`config.mk`:
```
export PLATFORM = sky130hd
export DESIGN_NAME = lpb_bridge
export DESIGN_NICKNAME = d
export VERILOG_FILES = /design/src/lpb_dummy_never.sv /design/src/lpb_pkg.sv /design/src/lpb_bridge.sv
export SDC_FILE = /design/constraint.sdc
export NUM_CORES = 1
export LEC_CHECK = 0
export BUFFER_PORTS_ARGS = -buffer_cell sky130_fd_sc_hd__buf_2
export CELL_PAD_IN_SITES_DETAIL_PLACEMENT = 1
export CELL_PAD_IN_SITES_GLOBAL_PLACEMENT = 1
export CORE_MARGIN = 4
export CORE_UTILIZATION = 37
export CTS_BUF_LIST = sky130_fd_sc_hd__clkbuf_16
export CTS_CLUSTER_SIZE = 10
export DETAILED_ROUTE_END_ITERATION = 8
export PLACE_DENSITY_LB_ADDON = 0.15
export REMOVE_ABC_BUFFERS = 1
export SLEW_MARGIN = 20
export SYNTH_ARGS = -nofsm -noshare
export SYNTH_HDL_FRONTEND = slang
export SYNTH_SLANG_ARGS = --single-unit
export TNS_END_PERCENT = 100
```
`constraint.sdc`:
```
create_clock -name ref_clk_in -period 3.2 [get_ports ref_clk_in]
set_input_delay 0.48 -clock ref_clk_in [delete_from_list [all_inputs] [get_ports ref_clk_in]]
set_output_delay 0.48 -clock ref_clk_in [all_outputs]
set_load 0.01 [all_outputs]
```
`src/lpb_dummy_never.sv`:
```
`timescale 1ns/1ns

```
`src/lpb_pkg.sv`:
```
// constants, types and state layout for the link to pci-x decode block
// assumes one 25 MHz clock that also serves as the secondary bus clock
package lpb_pkg;

    localparam int CLK_KHZ         = 25000;
    localparam int COMP_PERIOD_MS  = 16;
    localparam int COMP_PERIOD_CYC = COMP_PERIOD_MS * CLK_KHZ;
    localparam int COMP_START_CYC  = 16;
    localparam int PRE_IDLE_CYC    = 2;
    localparam int POST_IDLE_CYC   = 4;
    localparam int TMR_W           = 24;
    localparam int COMP_W          = 16;
    localparam int IDSEL_BIT0      = 16;

    localparam logic [63:0] IDLE_AD     = 64'h0123_4567_89ab_cdef;
    localparam logic [4:0]  SPECIAL_DEV = 5'h1f;
    localparam logic [4:0]  DW_BYTES    = 5'h04;
    localparam logic [31:0] IDSEL_ONE   = 32'h0000_0001;
    localparam logic [2:0]  CNT_ZERO    = 3'h0;

    typedef enum logic [2:0] {
        LPB_MEM   = 3'h0,
        LPB_IO    = 3'h1,
        LPB_CFG   = 3'h2,
        LPB_IACK  = 3'h3,
        LPB_EOI   = 3'h4,
        LPB_OTHER = 3'h5
    } lpb_cmd_type;

    typedef enum logic [4:0] {
        CK_WAIT = 5'b00001,
        CK_REQ  = 5'b00010,
        CK_PRE  = 5'b00100,
        CK_LOAD = 5'b01000,
        CK_POST = 5'b10000
    } lpb_ck_type;

    typedef struct packed {
        logic [31:0] mem_base;
        logic [31:0] mem_lim;
        logic [31:0] io_base;
        logic [31:0] io_lim;
        logic [7:0]  sec_bus;
        logic [7:0]  sub_bus;
        logic [4:0]  own_dev;
        logic        legacy_route_a_en;
        logic        pcix_mode;
    } lpb_win_type;

    typedef struct packed {
        logic        valid;
        logic        from_sec;
        lpb_cmd_type cmd;
        logic [63:0] addr;
        logic [3:0]  nbytes;
        logic        legacy_route_a;
        logic        is_rd;
        logic        posted;
        logic        is_resp;
        logic        passpw;
        logic        cmd3;
        logic        wrap;
        logic        cfg_t1;
        logic [7:0]  bus;
        logic [4:0]  dev;
    } lpb_dn_type;

    typedef struct packed {
        logic valid;
        logic mem_rd;
        logic mem_wr;
        logic posted;
        logic split;
        logic ns;
        logic ro;
    } lpb_up_type;

    typedef struct packed {
        logic valid;
        logic dse;
        logic imm;
        logic cmd3;
    } lpb_cpl_type;

    typedef struct packed {
        logic        valid;
        logic        claim;
        logic        issue;
        logic        to_first;
        logic        eoi;
        logic        special;
        logic        cfg0;
        logic [31:0] idsel;
        logic        ro;
        logic        ns;
        logic        disc_first;
        logic        ma_resp;
        logic        dsel_b;
    } lpb_dno_type;

    typedef struct packed {
        logic valid;
        logic coherent;
        logic cmd3;
        logic passpw;
    } lpb_upo_type;

    typedef struct packed {
        logic valid;
        logic err;
        logic nxa;
        logic passpw;
    } lpb_rsp_type;

    typedef struct packed {
        lpb_dno_type       dn;
        lpb_upo_type       up;
        lpb_rsp_type       rsp;
        lpb_ck_type        ck;
        logic [TMR_W-1:0]  tmr;
        logic [2:0]        cnt;
        logic              chk;
        logic [COMP_W-1:0] pend;
        logic [COMP_W-1:0] applied;
        logic              req;
        logic              oe;
        logic              load;
    } lpb_st_type;

endpackage : lpb_pkg
```
`src/lpb_bridge.sv`:
```
// downstream decode, attribute translation and compensation update control
// assumes all inputs are synchronous to ref_clk_in, which is the bus clock
`timescale 1ns/1ns

// Notes on behaviour
// [RL1] upstream traffic from the secondary side is never claimed
// [RL2] claim downstream memory and io inside the programmed windows
// [RL3] claim config cycles to own function or buses behind the bridge
// [RL4] every end-of-interrupt broadcast not from the secondary side and without the legacy flag is claimed and forwarded
// [RL5] legacy flagged packets claimed for first bridge only when enabled
// [RL6] cacheline-wrap requests are disconnected at the first data phase
// [RL7] config to device 31 on secondary bus becomes a special cycle
// [RL8] config cycles seen on the secondary bus are never claimed
// [RL9] type 1 to type 0 maps device n to ad bit 16+n, 16..30 invalid
// [RL10] coherent low only for pci-x no-snoop upstream memory requests
// [RL11] downstream requests always carry no-snoop cleared
// [RL12] downstream read with cmd bit 3 or passpw response sets relaxed
// [RL13] downstream posted writes always have relaxed ordering cleared
// [RL14] upstream relaxed read sets cmd bit 3, relaxed split sets passpw; the code sets cmd bit 3 in pci-x mode only
// [RL15] immediate answer to a cmd bit 3 read returns passpw set
// [RL16] upstream posted writes go out with passpw cleared
// [RL17] device-specific error completion returns target abort to link
// [RL18] devsel uses medium timing in pci mode and timing b in pci-x
// [RL19] io crossing a dword boundary is master aborted, not issued
// [RL20] check compensation after reset, on override write, every 16 ms
// [RL21] on change, hold bus idle 2 clocks before and 4 after loading
// [RL22] drive the fixed pattern onto ad during the whole idle interval
// [RL23] wait for arbiter idle before the interval, release afterwards
module lpb_bridge #(
    parameter int COMP_PERIOD_CYC = lpb_pkg::COMP_PERIOD_CYC
) (
    input  wire logic                      ref_clk_in,
    input  wire logic                      rstn_in,
    input  wire lpb_pkg::lpb_win_type      win_in,
    input  wire lpb_pkg::lpb_dn_type       dn_in,
    input  wire lpb_pkg::lpb_up_type       up_in,
    input  wire lpb_pkg::lpb_cpl_type      cpl_in,
    input  wire logic [lpb_pkg::COMP_W-1:0] comp_val_in,
    input  wire logic                      comp_ovr_wr_in,
    input  wire logic                      bus_idle_in,
    output lpb_pkg::lpb_dno_type           dn_out,
    output lpb_pkg::lpb_upo_type           up_link_out,
    output lpb_pkg::lpb_rsp_type           rsp_link_out,
    output logic                           comp_req_out,
    output logic                           ad_oe_out,
    output logic [63:0]                    ad_out,
    output logic                           phy_load_out,
    output logic [lpb_pkg::COMP_W-1:0]     phy_val_out
);

    localparam logic [lpb_pkg::TMR_W-1:0] PERIOD_LD =
        lpb_pkg::TMR_W'(COMP_PERIOD_CYC - 1);
    localparam logic [lpb_pkg::TMR_W-1:0] START_LD =
        lpb_pkg::TMR_W'(lpb_pkg::COMP_START_CYC - 1);
    localparam logic [2:0] PRE_LD  = 3'(lpb_pkg::PRE_IDLE_CYC - 1);
    localparam logic [2:0] POST_LD = 3'(lpb_pkg::POST_IDLE_CYC - 1);
    localparam logic [lpb_pkg::TMR_W-1:0] TMR_ZERO = '0;

    lpb_pkg::lpb_st_type st_r;
    lpb_pkg::lpb_st_type st_nxt;

    logic mem_hit;
    logic io_hit;
    logic cfg_own;
    logic cfg_behind;
    logic cfg_sec;
    logic legacy;
    logic io_cross;
    logic claim;
    logic bad_dev;

    always_comb begin
        mem_hit    = 1'b0;
        io_hit     = 1'b0;
        cfg_own    = 1'b0;
        cfg_behind = 1'b0;
        cfg_sec    = 1'b0;
        legacy     = 1'b0;
        io_cross   = 1'b0;
        claim      = 1'b0;
        bad_dev    = 1'b0;
        st_nxt     = st_r;

        // window hits, 32-bit windows only
        mem_hit = (dn_in.cmd == lpb_pkg::LPB_MEM)
                  && (dn_in.addr[63:32] == 32'h0000_0000)
                  && (dn_in.addr[31:0] >= win_in.mem_base)
                  && (dn_in.addr[31:0] <= win_in.mem_lim); // [RL2]
        io_hit  = (dn_in.cmd == lpb_pkg::LPB_IO)
                  && (dn_in.addr[63:32] == 32'h0000_0000)
                  && (dn_in.addr[31:0] >= win_in.io_base)
                  && (dn_in.addr[31:0] <= win_in.io_lim); // [RL2]
        cfg_own    = (dn_in.cmd == lpb_pkg::LPB_CFG) && !dn_in.cfg_t1
                     && (dn_in.dev == win_in.own_dev); // [RL3]
        cfg_behind = (dn_in.cmd == lpb_pkg::LPB_CFG) && dn_in.cfg_t1
                     && (dn_in.bus >= win_in.sec_bus)
                     && (dn_in.bus <= win_in.sub_bus); // [RL3]
        cfg_sec    = cfg_behind && (dn_in.bus == win_in.sec_bus);

        if (dn_in.legacy_route_a) begin
            // flagged packets belong to the tunnel unless legacy routing
            legacy = win_in.legacy_route_a_en
                     && ((dn_in.cmd == lpb_pkg::LPB_MEM)
                     || (dn_in.cmd == lpb_pkg::LPB_IO)
                     || (dn_in.cmd == lpb_pkg::LPB_IACK)); // [RL5]
            claim  = legacy; // [RL5]
        end else begin
            claim = mem_hit || io_hit || cfg_own || cfg_behind
                    || (dn_in.cmd == lpb_pkg::LPB_EOI); // [RL2] [RL3] [RL4]
        end
        // nothing arriving from the secondary side is ever claimed
        claim = claim && dn_in.valid && !dn_in.from_sec; // [RL1] [RL8]

        io_cross = (dn_in.cmd == lpb_pkg::LPB_IO)
                   && (({3'h0, dn_in.addr[1:0]} + {1'b0, dn_in.nbytes})
                   > lpb_pkg::DW_BYTES); // [RL19]
        bad_dev  = cfg_sec && dn_in.dev[4]
                   && (dn_in.dev != lpb_pkg::SPECIAL_DEV); // [RL9]

        st_nxt.dn.valid      = dn_in.valid;
        st_nxt.dn.claim      = claim;
        st_nxt.dn.to_first   = claim && legacy; // [RL5]
        st_nxt.dn.eoi        = claim
                               && (dn_in.cmd == lpb_pkg::LPB_EOI); // [RL4]
        st_nxt.dn.special    = claim && cfg_sec
                               && (dn_in.dev == lpb_pkg::SPECIAL_DEV); // [RL7]
        st_nxt.dn.cfg0       = claim && cfg_sec && !dn_in.dev[4]; // [RL9]
        st_nxt.dn.idsel      = 32'h0000_0000;
        if (claim && cfg_sec && !dn_in.dev[4]) begin
            st_nxt.dn.idsel = lpb_pkg::IDSEL_ONE
                              << (lpb_pkg::IDSEL_BIT0
                              + int'(dn_in.dev[3:0])); // [RL9]
        end
        // invalid device numbers and dword crossers get a master abort
        st_nxt.dn.ma_resp    = claim && (io_cross || bad_dev); // [RL19]
        st_nxt.dn.issue      = claim && !io_cross && !bad_dev
                               && (dn_in.cmd != lpb_pkg::LPB_EOI); // [RL19]
        st_nxt.dn.ro         = !dn_in.posted
                               && ((dn_in.is_rd && dn_in.cmd3)
                               || (dn_in.is_resp && dn_in.passpw)); // [RL12] [RL13]
        st_nxt.dn.ns         = 1'b0; // [RL11]
        st_nxt.dn.disc_first = claim && dn_in.wrap; // [RL6]
        st_nxt.dn.dsel_b     = win_in.pcix_mode; // [RL18]

        // upstream path: translated onto the link, never decoded here
        st_nxt.up.valid    = up_in.valid; // [RL1]
        st_nxt.up.coherent = !(win_in.pcix_mode && up_in.ns
                             && (up_in.mem_rd || up_in.mem_wr)); // [RL10]
        st_nxt.up.cmd3     = win_in.pcix_mode && up_in.mem_rd
                             && up_in.ro; // [RL14]
        st_nxt.up.passpw   = !up_in.posted && up_in.split
                             && up_in.ro; // [RL14] [RL16]

        // link responses for completions from the secondary bus
        st_nxt.rsp.valid  = cpl_in.valid;
        st_nxt.rsp.err    = cpl_in.valid && cpl_in.dse; // [RL17]
        st_nxt.rsp.nxa    = 1'b0; // [RL17]
        st_nxt.rsp.passpw = cpl_in.valid && cpl_in.imm
                            && cpl_in.cmd3; // [RL15]

        // free-running period timer; a check request stays until served
        if (st_r.tmr == TMR_ZERO) begin
            st_nxt.tmr = PERIOD_LD;
            st_nxt.chk = 1'b1; // [RL20]
        end else begin
            st_nxt.tmr = st_r.tmr - 1'b1;
        end
        if (comp_ovr_wr_in) begin
            st_nxt.chk = 1'b1; // [RL20]
        end

        st_nxt.load = 1'b0;
        case (st_r.ck)
            lpb_pkg::CK_WAIT: begin
                if (st_r.chk) begin
                    // a new request in this cycle is kept, not lost
                    st_nxt.chk = (st_r.tmr == TMR_ZERO) || comp_ovr_wr_in;
                    if (comp_val_in != st_r.applied) begin
                        st_nxt.pend = comp_val_in;
                        st_nxt.req  = 1'b1; // [RL21]
                        st_nxt.ck   = lpb_pkg::CK_REQ;
                    end // else nothing until the next period or override write [RL20]
                end
            end
            lpb_pkg::CK_REQ: begin
                // arbiter must report no transaction before we drive ad
                if (bus_idle_in) begin
                    st_nxt.oe  = 1'b1; // [RL22] [RL23]
                    st_nxt.cnt = PRE_LD; // [RL21]
                    st_nxt.ck  = lpb_pkg::CK_PRE;
                end
            end
            lpb_pkg::CK_PRE: begin
                if (st_r.cnt == lpb_pkg::CNT_ZERO) begin
                    st_nxt.load    = 1'b1; // [RL21]
                    st_nxt.applied = st_r.pend;
                    st_nxt.ck      = lpb_pkg::CK_LOAD;
                end else begin
                    st_nxt.cnt = st_r.cnt - 1'b1;
                end
            end
            lpb_pkg::CK_LOAD: begin
                st_nxt.cnt = POST_LD; // [RL21]
                st_nxt.ck  = lpb_pkg::CK_POST;
            end
            lpb_pkg::CK_POST: begin
                if (st_r.cnt == lpb_pkg::CNT_ZERO) begin
                    st_nxt.oe  = 1'b0; // [RL22]
                    st_nxt.req = 1'b0; // [RL23]
                    st_nxt.ck  = lpb_pkg::CK_WAIT;
                end else begin
                    st_nxt.cnt = st_r.cnt - 1'b1;
                end
            end
            default: begin
                st_nxt.ck  = lpb_pkg::CK_WAIT;
                st_nxt.oe  = 1'b0;
                st_nxt.req = 1'b0;
            end
        endcase
    end

    always_ff @(posedge ref_clk_in or negedge rstn_in) begin
        if (!rstn_in) begin
            st_r         <= '0;
            st_r.ck      <= lpb_pkg::CK_WAIT;
            st_r.tmr     <= START_LD; // [RL20]
            st_r.up.coherent <= 1'b1;
        end else begin
            st_r <= st_nxt;
        end
    end

    assign dn_out       = st_r.dn;
    assign up_link_out  = st_r.up;
    assign rsp_link_out = st_r.rsp;
    assign comp_req_out = st_r.req;
    assign ad_oe_out    = st_r.oe;
    // pattern is constant, only the enable moves
    assign ad_out       = lpb_pkg::IDLE_AD; // [RL22]
    assign phy_load_out = st_r.load;
    assign phy_val_out  = st_r.applied;

endmodule : lpb_bridge

```
==> impl_metrics.env, run 1 <==
export IMPL_synth_edf_count=0
export IMPL_yosys_top_cells_area="dfrtp_1 (26%), ha_1 (21%), buf_4 (11%), inv_1 (6.3%), nand2_1 (5.0%)"
export IMPL_dr_pass1_iters=4
export IMPL_cts_made_buffers=9
export IMPL_crit_path_max_incr_delay_ns=0.59
export IMPL_hold_class="in -> async"
export IMPL_nFillCells=3116
export IMPL_route_detailed_drc=0
export IMPL_grt_max_degree=42
export IMPL_port_buffers=328
export IMPL_cts_repair_resize_count=0
export IMPL_multi_input_area_um2=5200
export IMPL_dpl_hpwl_mm=24.9
export IMPL_synthArstFlopShare=1.00
export IMPL_rows=57
export IMPL_irDropWorstVdd_uv=246
export IMPL_fin_worst_skew_ns=0.00801
export IMPL_synth_compound_area_frac=0.0944
export IMPL_r2r_slack_ns=0.95
export IMPL_cts_max_path_buffers=2
export IMPL_start_util=0.374
export IMPL_die_area_um2=27100
export IMPL_via_per_inst=4.76
export IMPL_required_ns=3.42
export IMPL_antenna_found_initial=10
export IMPL_grt_pass1_vias=8524
export IMPL_synth_xor_area_frac=0.0367
export IMPL_nNetsFinal=1784
export IMPL_critPathLaunchType="primary input"
export IMPL_critPathMaxFanout=4
export IMPL_ys_seq_elements=102
export IMPL_rsz0062_at_grt="false"
export IMPL_synth_top_cell_area_share=0.265
export IMPL_synth_top_family_by_area="adder cells"
export IMPL_synth_top_area_cell="dfrtp_1"
export IMPL_cts_tree="done"
export IMPL_muxShareOfSynthArea=0.0211
export IMPL_yosys_warnings=0
export IMPL_grt_overflow=0
export IMPL_yosysUniqueCellTypes=56
export IMPL_max_slew_margin_rel=0.426
export IMPL_cts_root_buf="clkbuf_16"
export IMPL_synthFlopType="dfrtp_1"
export IMPL_hold_ws_ns=0.112
export IMPL_setup_viol=0
export IMPL_worstPathArrival_ns=2.88
export IMPL_avgSynthCellArea_um2=8.45
export IMPL_wl_per_cell_um=16.8
export IMPL_cp_end_kind="register"
export IMPL_syn_area_um2=9070
export IMPL_maxCapViolations=0
export IMPL_gp_congestion=0.841
export IMPL_regArea_um2=2560
export IMPL_seq_area_frac_synth=0.282
export IMPL_die_w_um=165
export IMPL_tns_ns=0
export IMPL_drtIter0Drc=295
export IMPL_p_leak_nw=6.17
export IMPL_maxSlewViolCount=0
export IMPL_path_class="in -> reg"
export IMPL_post_cts_buffers=0
export IMPL_drive_gt1_frac=0.279
export IMPL_postSynthCellCount=1073
export IMPL_hold_buffers=0
export IMPL_synth_adder_area_share=0.209
export IMPL_h_tree_depth=3
export IMPL_power_density_nw_per_um2=392
export IMPL_ios=411
export IMPL_period_share=0.830
export IMPL_place_area_um2=10500
export IMPL_routed_wl_mm=28.5
export IMPL_max_freq_mhz=376
export IMPL_final_antenna_net_count=0
export IMPL_period_needed_ns=2.66
export IMPL_grt_pass1_wl_mm=43.6
export IMPL_crit_chain="buf_2 > ha_1 > nand4_1 > or4_1 > a21o_1 > o211ai_1 > a211oi_1 > or4_4 > a31oi_4 > nor2b_1"
export IMPL_num_vias=8066
export IMPL_slowest_stage="or4_1"
export IMPL_die_y_um=165
export IMPL_synthSimpleGateAreaFrac=0.178
export IMPL_core_um2=24200
export IMPL_finalHoldViolations=0
export IMPL_status="completed"
export IMPL_stdcell_area_um2=10800
export IMPL_cts_sinks=102
export IMPL_grt_usage=0.203
export IMPL_area_growth_pct=18.7
export IMPL_clock_latency_ns=0.34
export IMPL_tightest_slew_ns=0.839
export IMPL_cts_clk_slew_worst_paths_ns=0.07
cell type report:
| cell class | count | area share |
|---|---|---|
| clock buffer | 9 | 0.0209 |
| tap | 324 | 0.0377 |
| antenna | 8 | 0.00186 |
| timing repair buffer | 336 | 0.159 |
| multi-input combinational | 754 | 0.483 |
| sequential | 102 | 0.238 |
| inverter | 154 | 0.0537 |
| clock inverter | 7 | 0.00593 |
synthesized netlist by cell type, types with 3 or more instances:
master       n
and3_1       3
nand3b_1     4
ha_1       150
buf_4      132
nand4_1     26
or4_1        4
nand2_1    120
dfrtp_1     96
and4_1       4
or3_1        7
nand3_1     18
nor2_1      49
nor3_1      26
inv_1      153
dfstp_2      6
nor2b_1     10
a211oi_1     7
xnor2_1     14
a2111oi_0    4
nor3b_1      3
a21oi_1     62
clkbuf_1    10
nor4_1      28
a21o_1       6
nand2b_1    17
o211ai_1     9
o21ai_0     25
mux2_2      17
and2_1       3
a31oi_1      3
xor2_1      24
metrics by stage:
| stage | utilization | setup WS, ns | cells | total power [mW] |
|---|---|---|---|---|
| global placement | 0.431 | 0.182 | 1670 | 3.14 |
| floorplan | - | 0.570 | 1010 | 2.58 |
| global route | 0.444 | 0.234 | 1691 | 4.56 |
| finish | 0.444 | 0.543 | 1694 | 4.22 |
| detailed placement | 0.431 | 0.150 | 1670 | 3.19 |
| CTS | 0.443 | 0.522 | 1686 | 4.28 |
where the power goes:
group | internal [mW] | switching, mW | total (mW)
sequential | 1.53 | 0.160 | 1.69
combinational | 0.674 | 0.788 | 1.46
clock | 0.546 | 0.521 | 1.07
worst paths after layout:
path,from,end,cells after the start
min in group ref_clk_in,up_in[6],up_link_out[3]$_DFF_PN0_,1
max in group asynchronous,rstn_in,up_link_out[2]$_DFF_PN1_,2
setup reg to reg,phy_val_out[7]$_DFFE_PN0P_,st_r[24]$_DFFE_PN0P_,6
hold reg to reg,st_r[39]$_DFF_PN1_,st_r[39]$_DFF_PN1_,1
setup / recovery,dn_in[40],dn_out[2]$_DFF_PN0_,10
hold / removal,rstn_in,dn_out[23]$_DFF_PN0_,1
worst max-delay path: cells and delay by family:
| family | cells | cell delay [ns] |
|---|---|---|
| adders and majority gates | 1 | 0.31 |
| AOI/OAI and AO/OA | 4 | 0.64 |
| buffers and inverters | 1 | 0.13 |
| and+or+nand+nor | 4 | 1.33 |
kinds of logic (layout without fill, tap and decap cells):
family	after synthesis	count (layout)
simple gates	328	328
buf+inv	297	506
fa+ha+maj	151	151
compound gates	138	138
flops	102	102
xor+xnor	38	38
mux	17	17
other cells	2	90
sequential cells by signal, indices dropped and copies added (netlist names):
name          count
rsp_link_out      3
ad_oe_out         1
comp_req_out      1
phy_load_out      1
up_link_out       4
dn_out           27
phy_val_out      16
st_r             49
placed cells by master (no fill, tap or decap), types with 6 or more instances in the layout:
cell | synthesis | final
diode_2 | 0 | 8
nor2_1 | 49 | 49
a21o_1 | 6 | 6
buf_2 | 1 | 327
nand2b_1 | 17 | 17
dfrtp_1 | 96 | 96
xor2_1 | 24 | 24
ha_1 | 150 | 150
dfstp_2 | 6 | 6
nor2b_1 | 10 | 10
conb_1 | 2 | 82
mux2_2 | 17 | 17
or3_1 | 7 | 7
inv_1 | 153 | 153
nand3_1 | 18 | 18
buf_4 | 132 | 8
clkbuf_16 | 0 | 9
o21ai_0 | 25 | 25
a21oi_1 | 62 | 62
nor4_1 | 28 | 28
o211ai_1 | 9 | 9
nor3_1 | 26 | 26
xnor2_1 | 14 | 14
nand4_1 | 26 | 26
nand2_1 | 120 | 120
a211oi_1 | 7 | 7
layer usage:
| layer | vias to the layer above | share of wire | track usage |
|---|---|---|---|
| met5 | - | 0.0023 | 0 |
| met2 | 224 | 0.54 | 0.380 |
| met1 | 3809 | 0.39 | 0.238 |
| met3 | 28 | 0.057 | 0.0427 |
| met4 | 10 | 0.013 | 0.0457 |
| li1 | 3995 | - | - |
Power figures use the tool's default switching activity.
==> inputs of run 2 (changes only) <==
--- a/config.mk
+++ b/config.mk
@@ -5,11 +5,12 @@
 export SDC_FILE = /design/constraint.sdc
 export NUM_CORES = 1
 export LEC_CHECK = 0
+export ABC_AREA = 1
 export BUFFER_PORTS_ARGS = -buffer_cell sky130_fd_sc_hd__buf_2
 export CELL_PAD_IN_SITES_DETAIL_PLACEMENT = 1
 export CELL_PAD_IN_SITES_GLOBAL_PLACEMENT = 1
 export CORE_MARGIN = 4
-export CORE_UTILIZATION = 37
+export CORE_UTILIZATION = 34
 export CTS_BUF_LIST = sky130_fd_sc_hd__clkbuf_16
 export CTS_CLUSTER_SIZE = 10
 export DETAILED_ROUTE_END_ITERATION = 8
==> constraint.sdc (replaced) <==
create_clock -name ref_clk_in -period 2.6 [get_ports ref_clk_in]
set_input_delay 0.39 -clock ref_clk_in [delete_from_list [all_inputs] [get_ports ref_clk_in]]
set_output_delay 0.39 -clock ref_clk_in [all_outputs]
set_load 0.01 [all_outputs]
==> run 2 against run 1 <==
Against the previous run:
- worst setup slack worse by 0.23 ns
- clock-buffer cell count stayed put
- sequential power is 21% higher
- worst hold slack worse by 0.11 ns
- via count is 12% higher
- sequential share of layout area is 1.4 points lower
- total power is 26% higher
- first-iteration DRC count is 1.7% higher
- sequential cell count stayed put
==> impl_metrics.env, run 2 <==
export IMPL_cts_sinks=102
export IMPL_synth_top_area_cell="dfrtp_1"
export IMPL_post_cts_buffers=0
export IMPL_dpl_hpwl_mm=27.7
export IMPL_setup_ws_ns=0.311
export IMPL_crit_path_max_incr_delay_ns=0.39
export IMPL_syn_area_um2=9690
export IMPL_fin_util=0.409
export IMPL_crit_chain="inv_1 > ha_1 > inv_1 > nor2_1 > nand3_1 > nor2_4 > nand4_2 > or2_0 > or2_0 > o21ai_1 > a21oi_1"
export IMPL_yosysMostFrequentCell="nand2_1"
export IMPL_critPathLaunchType="register"
export IMPL_critical_path_buf_inv_count=2
export IMPL_grt_overflow=0
export IMPL_grt_pass1_wl_mm=49.2
export IMPL_h_tree_depth=3
export IMPL_required_ns=2.82
export IMPL_nFillCells=3698
export IMPL_p_leak_nw=6.90
export IMPL_grt_usage=0.196
export IMPL_cts_root_buf="clkbuf_16"
export IMPL_route_detailed_drc=0
export IMPL_yosys_top_cells_area="dfrtp_1 (25%), ha_1 (19%), nand2_1 (11%), buf_4 (10%), inv_1 (9.8%)"
export IMPL_maxSlewViolCount=0
export IMPL_hold_ws_ns=0.00341
export IMPL_largest_register_ffs=49
export IMPL_cts_made_buffers=9
export IMPL_tightest_slew_ns=0.575
export IMPL_status="completed"
export IMPL_total_power_mw=5.34
export IMPL_cts_clk_slew_worst_paths_ns=0.08
export IMPL_gp_congestion=0.852
export IMPL_layout_commonest_cell="buf_2"
export IMPL_nNetsFinal=2042
export IMPL_path_class="reg -> reg"
export IMPL_synth_top_cell_area_share=0.248
export IMPL_wl_per_cell_um=15.5
export IMPL_synth_edf_count=0
export IMPL_slowest_stage="dfstp_2"
export IMPL_die_w_um=177
export IMPL_period_share=0.881
export IMPL_ios=411
export IMPL_clock_latency_ns=0.35
export IMPL_area_growth_pct=18.1
export IMPL_port_buffers=328
export IMPL_synth_adder_area_share=0.196
export IMPL_start_util=0.347
export IMPL_postSynthCellCount=1327
export IMPL_routed_wl_mm=31.0
export IMPL_finalHoldViolations=0
export IMPL_synthFlopType="dfrtp_1"
export IMPL_final_cells=2002
export IMPL_yosysUniqueCellTypes=48
export IMPL_drive_gt1_frac=0.243
export IMPL_top_register="st_r"
export IMPL_max_slew_margin_rel=0.614
export IMPL_irDropWorstVdd_uv=374
export IMPL_maxCapViolations=0
export IMPL_die_area_um2=31300
export IMPL_period_needed_ns=2.29
export IMPL_die_y_um=177
export IMPL_grt_pass1_vias=9551
export IMPL_dpl_cell_count=1982
export IMPL_cts_tree="done"
export IMPL_seq_area_frac_synth=0.264
export IMPL_worstPathArrival_ns=2.51
export IMPL_layout_common_cells="buf_2 (327), nand2_1 (276), inv_1 (252), ha_1 (150), nor2_1 (101)"
export IMPL_ys_seq_elements=102
export IMPL_yosys_warnings=0
export IMPL_stdcell_area_um2=11400
export IMPL_cts_max_path_buffers=2
export IMPL_setup_viol=0
export IMPL_synth_compound_area_frac=0.0769
export IMPL_power_density_nw_per_um2=467
export IMPL_cp_end_kind="register"
export IMPL_avgSynthCellArea_um2=7.30
export IMPL_rsz0062_at_grt="false"
export IMPL_grt_max_degree=52
export IMPL_rows=61
export IMPL_final_antenna_net_count=0
export IMPL_critPathTopFamily="simple AND/OR/NAND/NOR gates"
export IMPL_num_vias=9013
export IMPL_muxShareOfSynthArea=0
export IMPL_max_freq_mhz=437
export IMPL_via_per_inst=4.50
export IMPL_core_um2=27900
export IMPL_place_area_um2=11100
export IMPL_critPathMaxFanout=4
export IMPL_hold_class="in -> async"
export IMPL_synthSimpleGateAreaFrac=0.240
export IMPL_fin_worst_skew_ns=0.0138
export IMPL_hold_buffers=0
export IMPL_dp_slack_ns=-0.0179
export IMPL_synthArstFlopShare=1.00
export IMPL_dr_pass1_iters=4
export IMPL_drtIter0Drc=300
export IMPL_synth_xor_area_frac=0.0154
export IMPL_antenna_found_initial=11
export IMPL_synth_top_family_by_area="simple AND/OR/NAND/NOR gates"
export IMPL_tns_ns=0
export IMPL_yosys_top_cells_count="nand2_1 (276), inv_1 (252), ha_1 (150), buf_4 (132), nor2_1 (101)"
run 2: area by class of cell:
class                   instances  area [um2]  area share
repair buffers                336        1720       0.150
diodes                          4        10.0    0.000875
well taps                     378         473      0.0414
clock buffers                   9         225      0.0197
clock inverters                 7        55.1     0.00481
flip-flops and latches        102        2560       0.224
multi-input cells             909        5430       0.475
inverters                     257         965      0.0844
run 2: where the power goes:
part           switching (mW)  internal (mW)  leakage, nW
Combinational            1.22          0.771         5.44
Clock                   0.638          0.663        0.140
Sequential              0.178           1.87         1.32
Total                    2.04           3.30         6.90
run 2: path summary, 6_finish.rpt:
| check | from | slack [ns] | end | cells after the start |
|---|---|---|---|---|
| worst min register to register | st_r[25]$_DFFE_PN0P_ | 0.47 | phy_val_out[6]$_DFFE_PN0P_ | 2 |
| worst max-delay path | st_r[39]$_DFF_PN1_ | 0.31 | st_r[59]$_DFF_PN0_ | 11 |
| max in group asynchronous | rstn_in | 1.89 | st_r[63]$_DFFE_PN1P_ | 2 |
| min in group ref_clk_in | up_in[6] | 0.16 | up_link_out[3]$_DFF_PN0_ | 1 |
| worst min-delay path | rstn_in | 0.003 | phy_val_out[9]$_DFFE_PN0P_ | 1 |
| worst max register to register | st_r[39]$_DFF_PN1_ | 0.31 | st_r[59]$_DFF_PN0_ | 11 |
run 2: cells by family after synthesis:
group / count (synthesis)
and+or+nand+nor: 521
adders and majority gates: 151
buffers and inverters: 396
xor gates and xnor gates: 17
DFF: 102
AOI/OAI and AO/OA: 138
other: 2
run 2: what timing repair did:
action,in CTS,in global routing
endpoints found under the setup margin,0,1
gates resized for setup,0,1
hold endpoints to repair,0,0
run 2: per-layer routing:
metal | GRT usage | wire length [um] | vias up
met2 | 0.364 | 16200 | 235
met3 | 0.0489 | 1980 | 30
li1 | - | - | 4566
met4 | 0.0313 | 281 | 14
met1 | 0.231 | 12500 | 4168
met5 | 0 | 96 | -
==> inputs of run 3 (changes only) <==
--- a/config.mk
+++ b/config.mk
@@ -14,8 +14,7 @@
 export CTS_BUF_LIST = sky130_fd_sc_hd__clkbuf_16
 export CTS_CLUSTER_SIZE = 10
 export DETAILED_ROUTE_END_ITERATION = 8
-export PLACE_DENSITY_LB_ADDON = 0.15
-export REMOVE_ABC_BUFFERS = 1
+export PLACE_DENSITY = 0.85
 export SLEW_MARGIN = 20
 export SYNTH_ARGS = -nofsm -noshare
 export SYNTH_HDL_FRONTEND = slang
==> run 3 against run 2 <==
Against the previous run:
- non-clock buffer count is 3 higher
- sequential share of layout area down 0.081 points
- register-to-register slack got worse by 0.02 ns
- critical path type unchanged
==> impl_metrics.env, run 3 (synthesis results as in run 2) <==
export IMPL_cts_root_buf="clkbuf_16"
export IMPL_finalHoldViolations=0
export IMPL_dr_max_layer_used="met5"
export IMPL_critPathLaunchType="register"
export IMPL_cts_made_buffers=9
export IMPL_irDropWorstVdd_uv=377
export IMPL_ios=411
export IMPL_area_growth_pct=18.5
export IMPL_hold_class="in -> async"
export IMPL_m1WireLength_mm=12.0
export IMPL_cp_end_kind="register"
export IMPL_die_y_um=177
export IMPL_tightest_slew_ns=0.682
export IMPL_cts_repair_resize_count=0
export IMPL_drtIter0Drc=313
export IMPL_critPathMaxFanout=4
export IMPL_h_tree_depth=3
export IMPL_nFillCells=3690
export IMPL_dr_pass1_iters=6
export IMPL_clock_latency_ns=0.35
export IMPL_post_cts_buffers=0
export IMPL_grt_pass1_wl_mm=50.5
export IMPL_cts_clk_slew_worst_paths_ns=0.07
export IMPL_rsz0062_at_grt="false"
export IMPL_routed_wl_mm=32.2
export IMPL_core_um2=27900
export IMPL_wl_met3_mm=1.89
export IMPL_port_buffers=328
export IMPL_nNetsFinal=2045
export IMPL_setup_viol=0
export IMPL_period_share=0.887
export IMPL_grt_usage=0.201
export IMPL_maxCapViolations=0
export IMPL_antenna_found_initial=10
export IMPL_rr_startpoint="st_r[39]$_DFF_PN1_"
export IMPL_cts_max_path_buffers=2
export IMPL_power_density_nw_per_um2=479
export IMPL_path_class="reg -> reg"
export IMPL_layout_commonest_cell="buf_2"
export IMPL_largest_register_ffs=49
export IMPL_maxSlewViolCount=0
export IMPL_hold_buffers=0
export IMPL_top_register="st_r"
export IMPL_gp_congestion=0.915
export IMPL_drive_gt1_frac=0.244
export IMPL_wl_per_cell_um=16.0
export IMPL_stdcell_area_um2=11500
export IMPL_grt_pass1_vias=10200
export IMPL_via_per_inst=4.65
export IMPL_place_area_um2=11100
export IMPL_layout_common_cells="buf_2 (327), nand2_1 (276), inv_1 (253), ha_1 (150), nor2_1 (101)"
export IMPL_tns_ns=0
export IMPL_rows=61
export IMPL_worstPathArrival_ns=2.54
export IMPL_period_needed_ns=2.31
export IMPL_start_util=0.347
export IMPL_fin_worst_skew_ns=0.00863
export IMPL_die_w_um=177
export IMPL_cp_startpoint="st_r[39]$_DFF_PN1_"
export IMPL_status="completed"
export IMPL_max_freq_mhz=434
export IMPL_grt_max_degree=52
export IMPL_num_vias=9333
export IMPL_cts_tree="done"
export IMPL_dpl_hpwl_mm=28.6
export IMPL_max_slew_margin_rel=0.545
export IMPL_final_antenna_net_count=0
export IMPL_required_ns=2.83
export IMPL_cts_sinks=102
export IMPL_die_area_um2=31300
export IMPL_p_leak_nw=6.92
export IMPL_grt_overflow=0
export IMPL_dr_wl_met2_mm=17.2
export IMPL_total_power_mw=5.50
export IMPL_route_detailed_drc=0
==> run 3: power by group <==
group	switching, mW	internal (mW)	total, mW	leakage, nW
sequential	0.183	1.87	2.05	1.32
combinational	1.26	0.792	2.05	5.45
clock	0.637	0.761	1.40	0.151
total	2.08	3.42	5.50	6.92
==> run 3: per-layer routing <==
layer | vias up | global-route usage
met5 | - | 0
met1 | 4417 | 0.212
met4 | 4 | 0.0758
met2 | 281 | 0.383
li1 | 4570 | -
met3 | 61 | 0.0508
==> run 3: worst paths after layout <==
check | endpoint | slack (ns) | depth (start not counted)
max in group asynchronous | st_r[57]$_DFF_PN0_ | 1.77 | 2
min in group ref_clk_in | up_link_out[3]$_DFF_PN0_ | 0.15 | 1
min | ad_oe_out$_DFFE_PN0P_ | 0.07 | 1
min reg2reg | phy_val_out[7]$_DFFE_PN0P_ | 0.48 | 2
max | st_r[59]$_DFF_PN0_ | 0.29 | 11
max reg2reg | st_r[59]$_DFF_PN0_ | 0.29 | 11
==> run 3: cell type report <==
type,count,area [um2],area share
Antenna cell,7,17.5,0.00153
Clock buffer,9,225,0.0196
Clock inverter,7,83.8,0.00730
Inverter,257,965,0.0841
Multi-Input combinational cell,909,5430,0.473
Sequential cell,102,2560,0.223
Tap cell,378,473,0.0412
Timing Repair Buffer,339,1730,0.150
==> run 3: per-stage QoR <==
step / setup slack, ns / cells / hold WS, ns / util
after floorplan: 0.655 / 1407 / 0.0944 / -
after global placement: 0.142 / 1985 / 0.453 / 0.399
after detailed placement: 0.105 / 1985 / 0.464 / 0.399
after CTS: 0.253 / 2001 / 0.0704 / 0.410
after global routing: 0.0818 / 2008 / 0.105 / 0.411
final: 0.293 / 2008 / 0.0699 / 0.411
==> run 3: critical path: stages (launching register included) <==
cell and delay (ns):
dfstp_2 0.39, inv_1 0.12, ha_1 0.16, inv_1 0.06
nor2_1 0.18, nand3_1 0.18, nor2_2 0.21, nand4_2 0.18
or2_0 0.28, or2_0 0.24, o21ai_1 0.14, a21oi_1 0.06
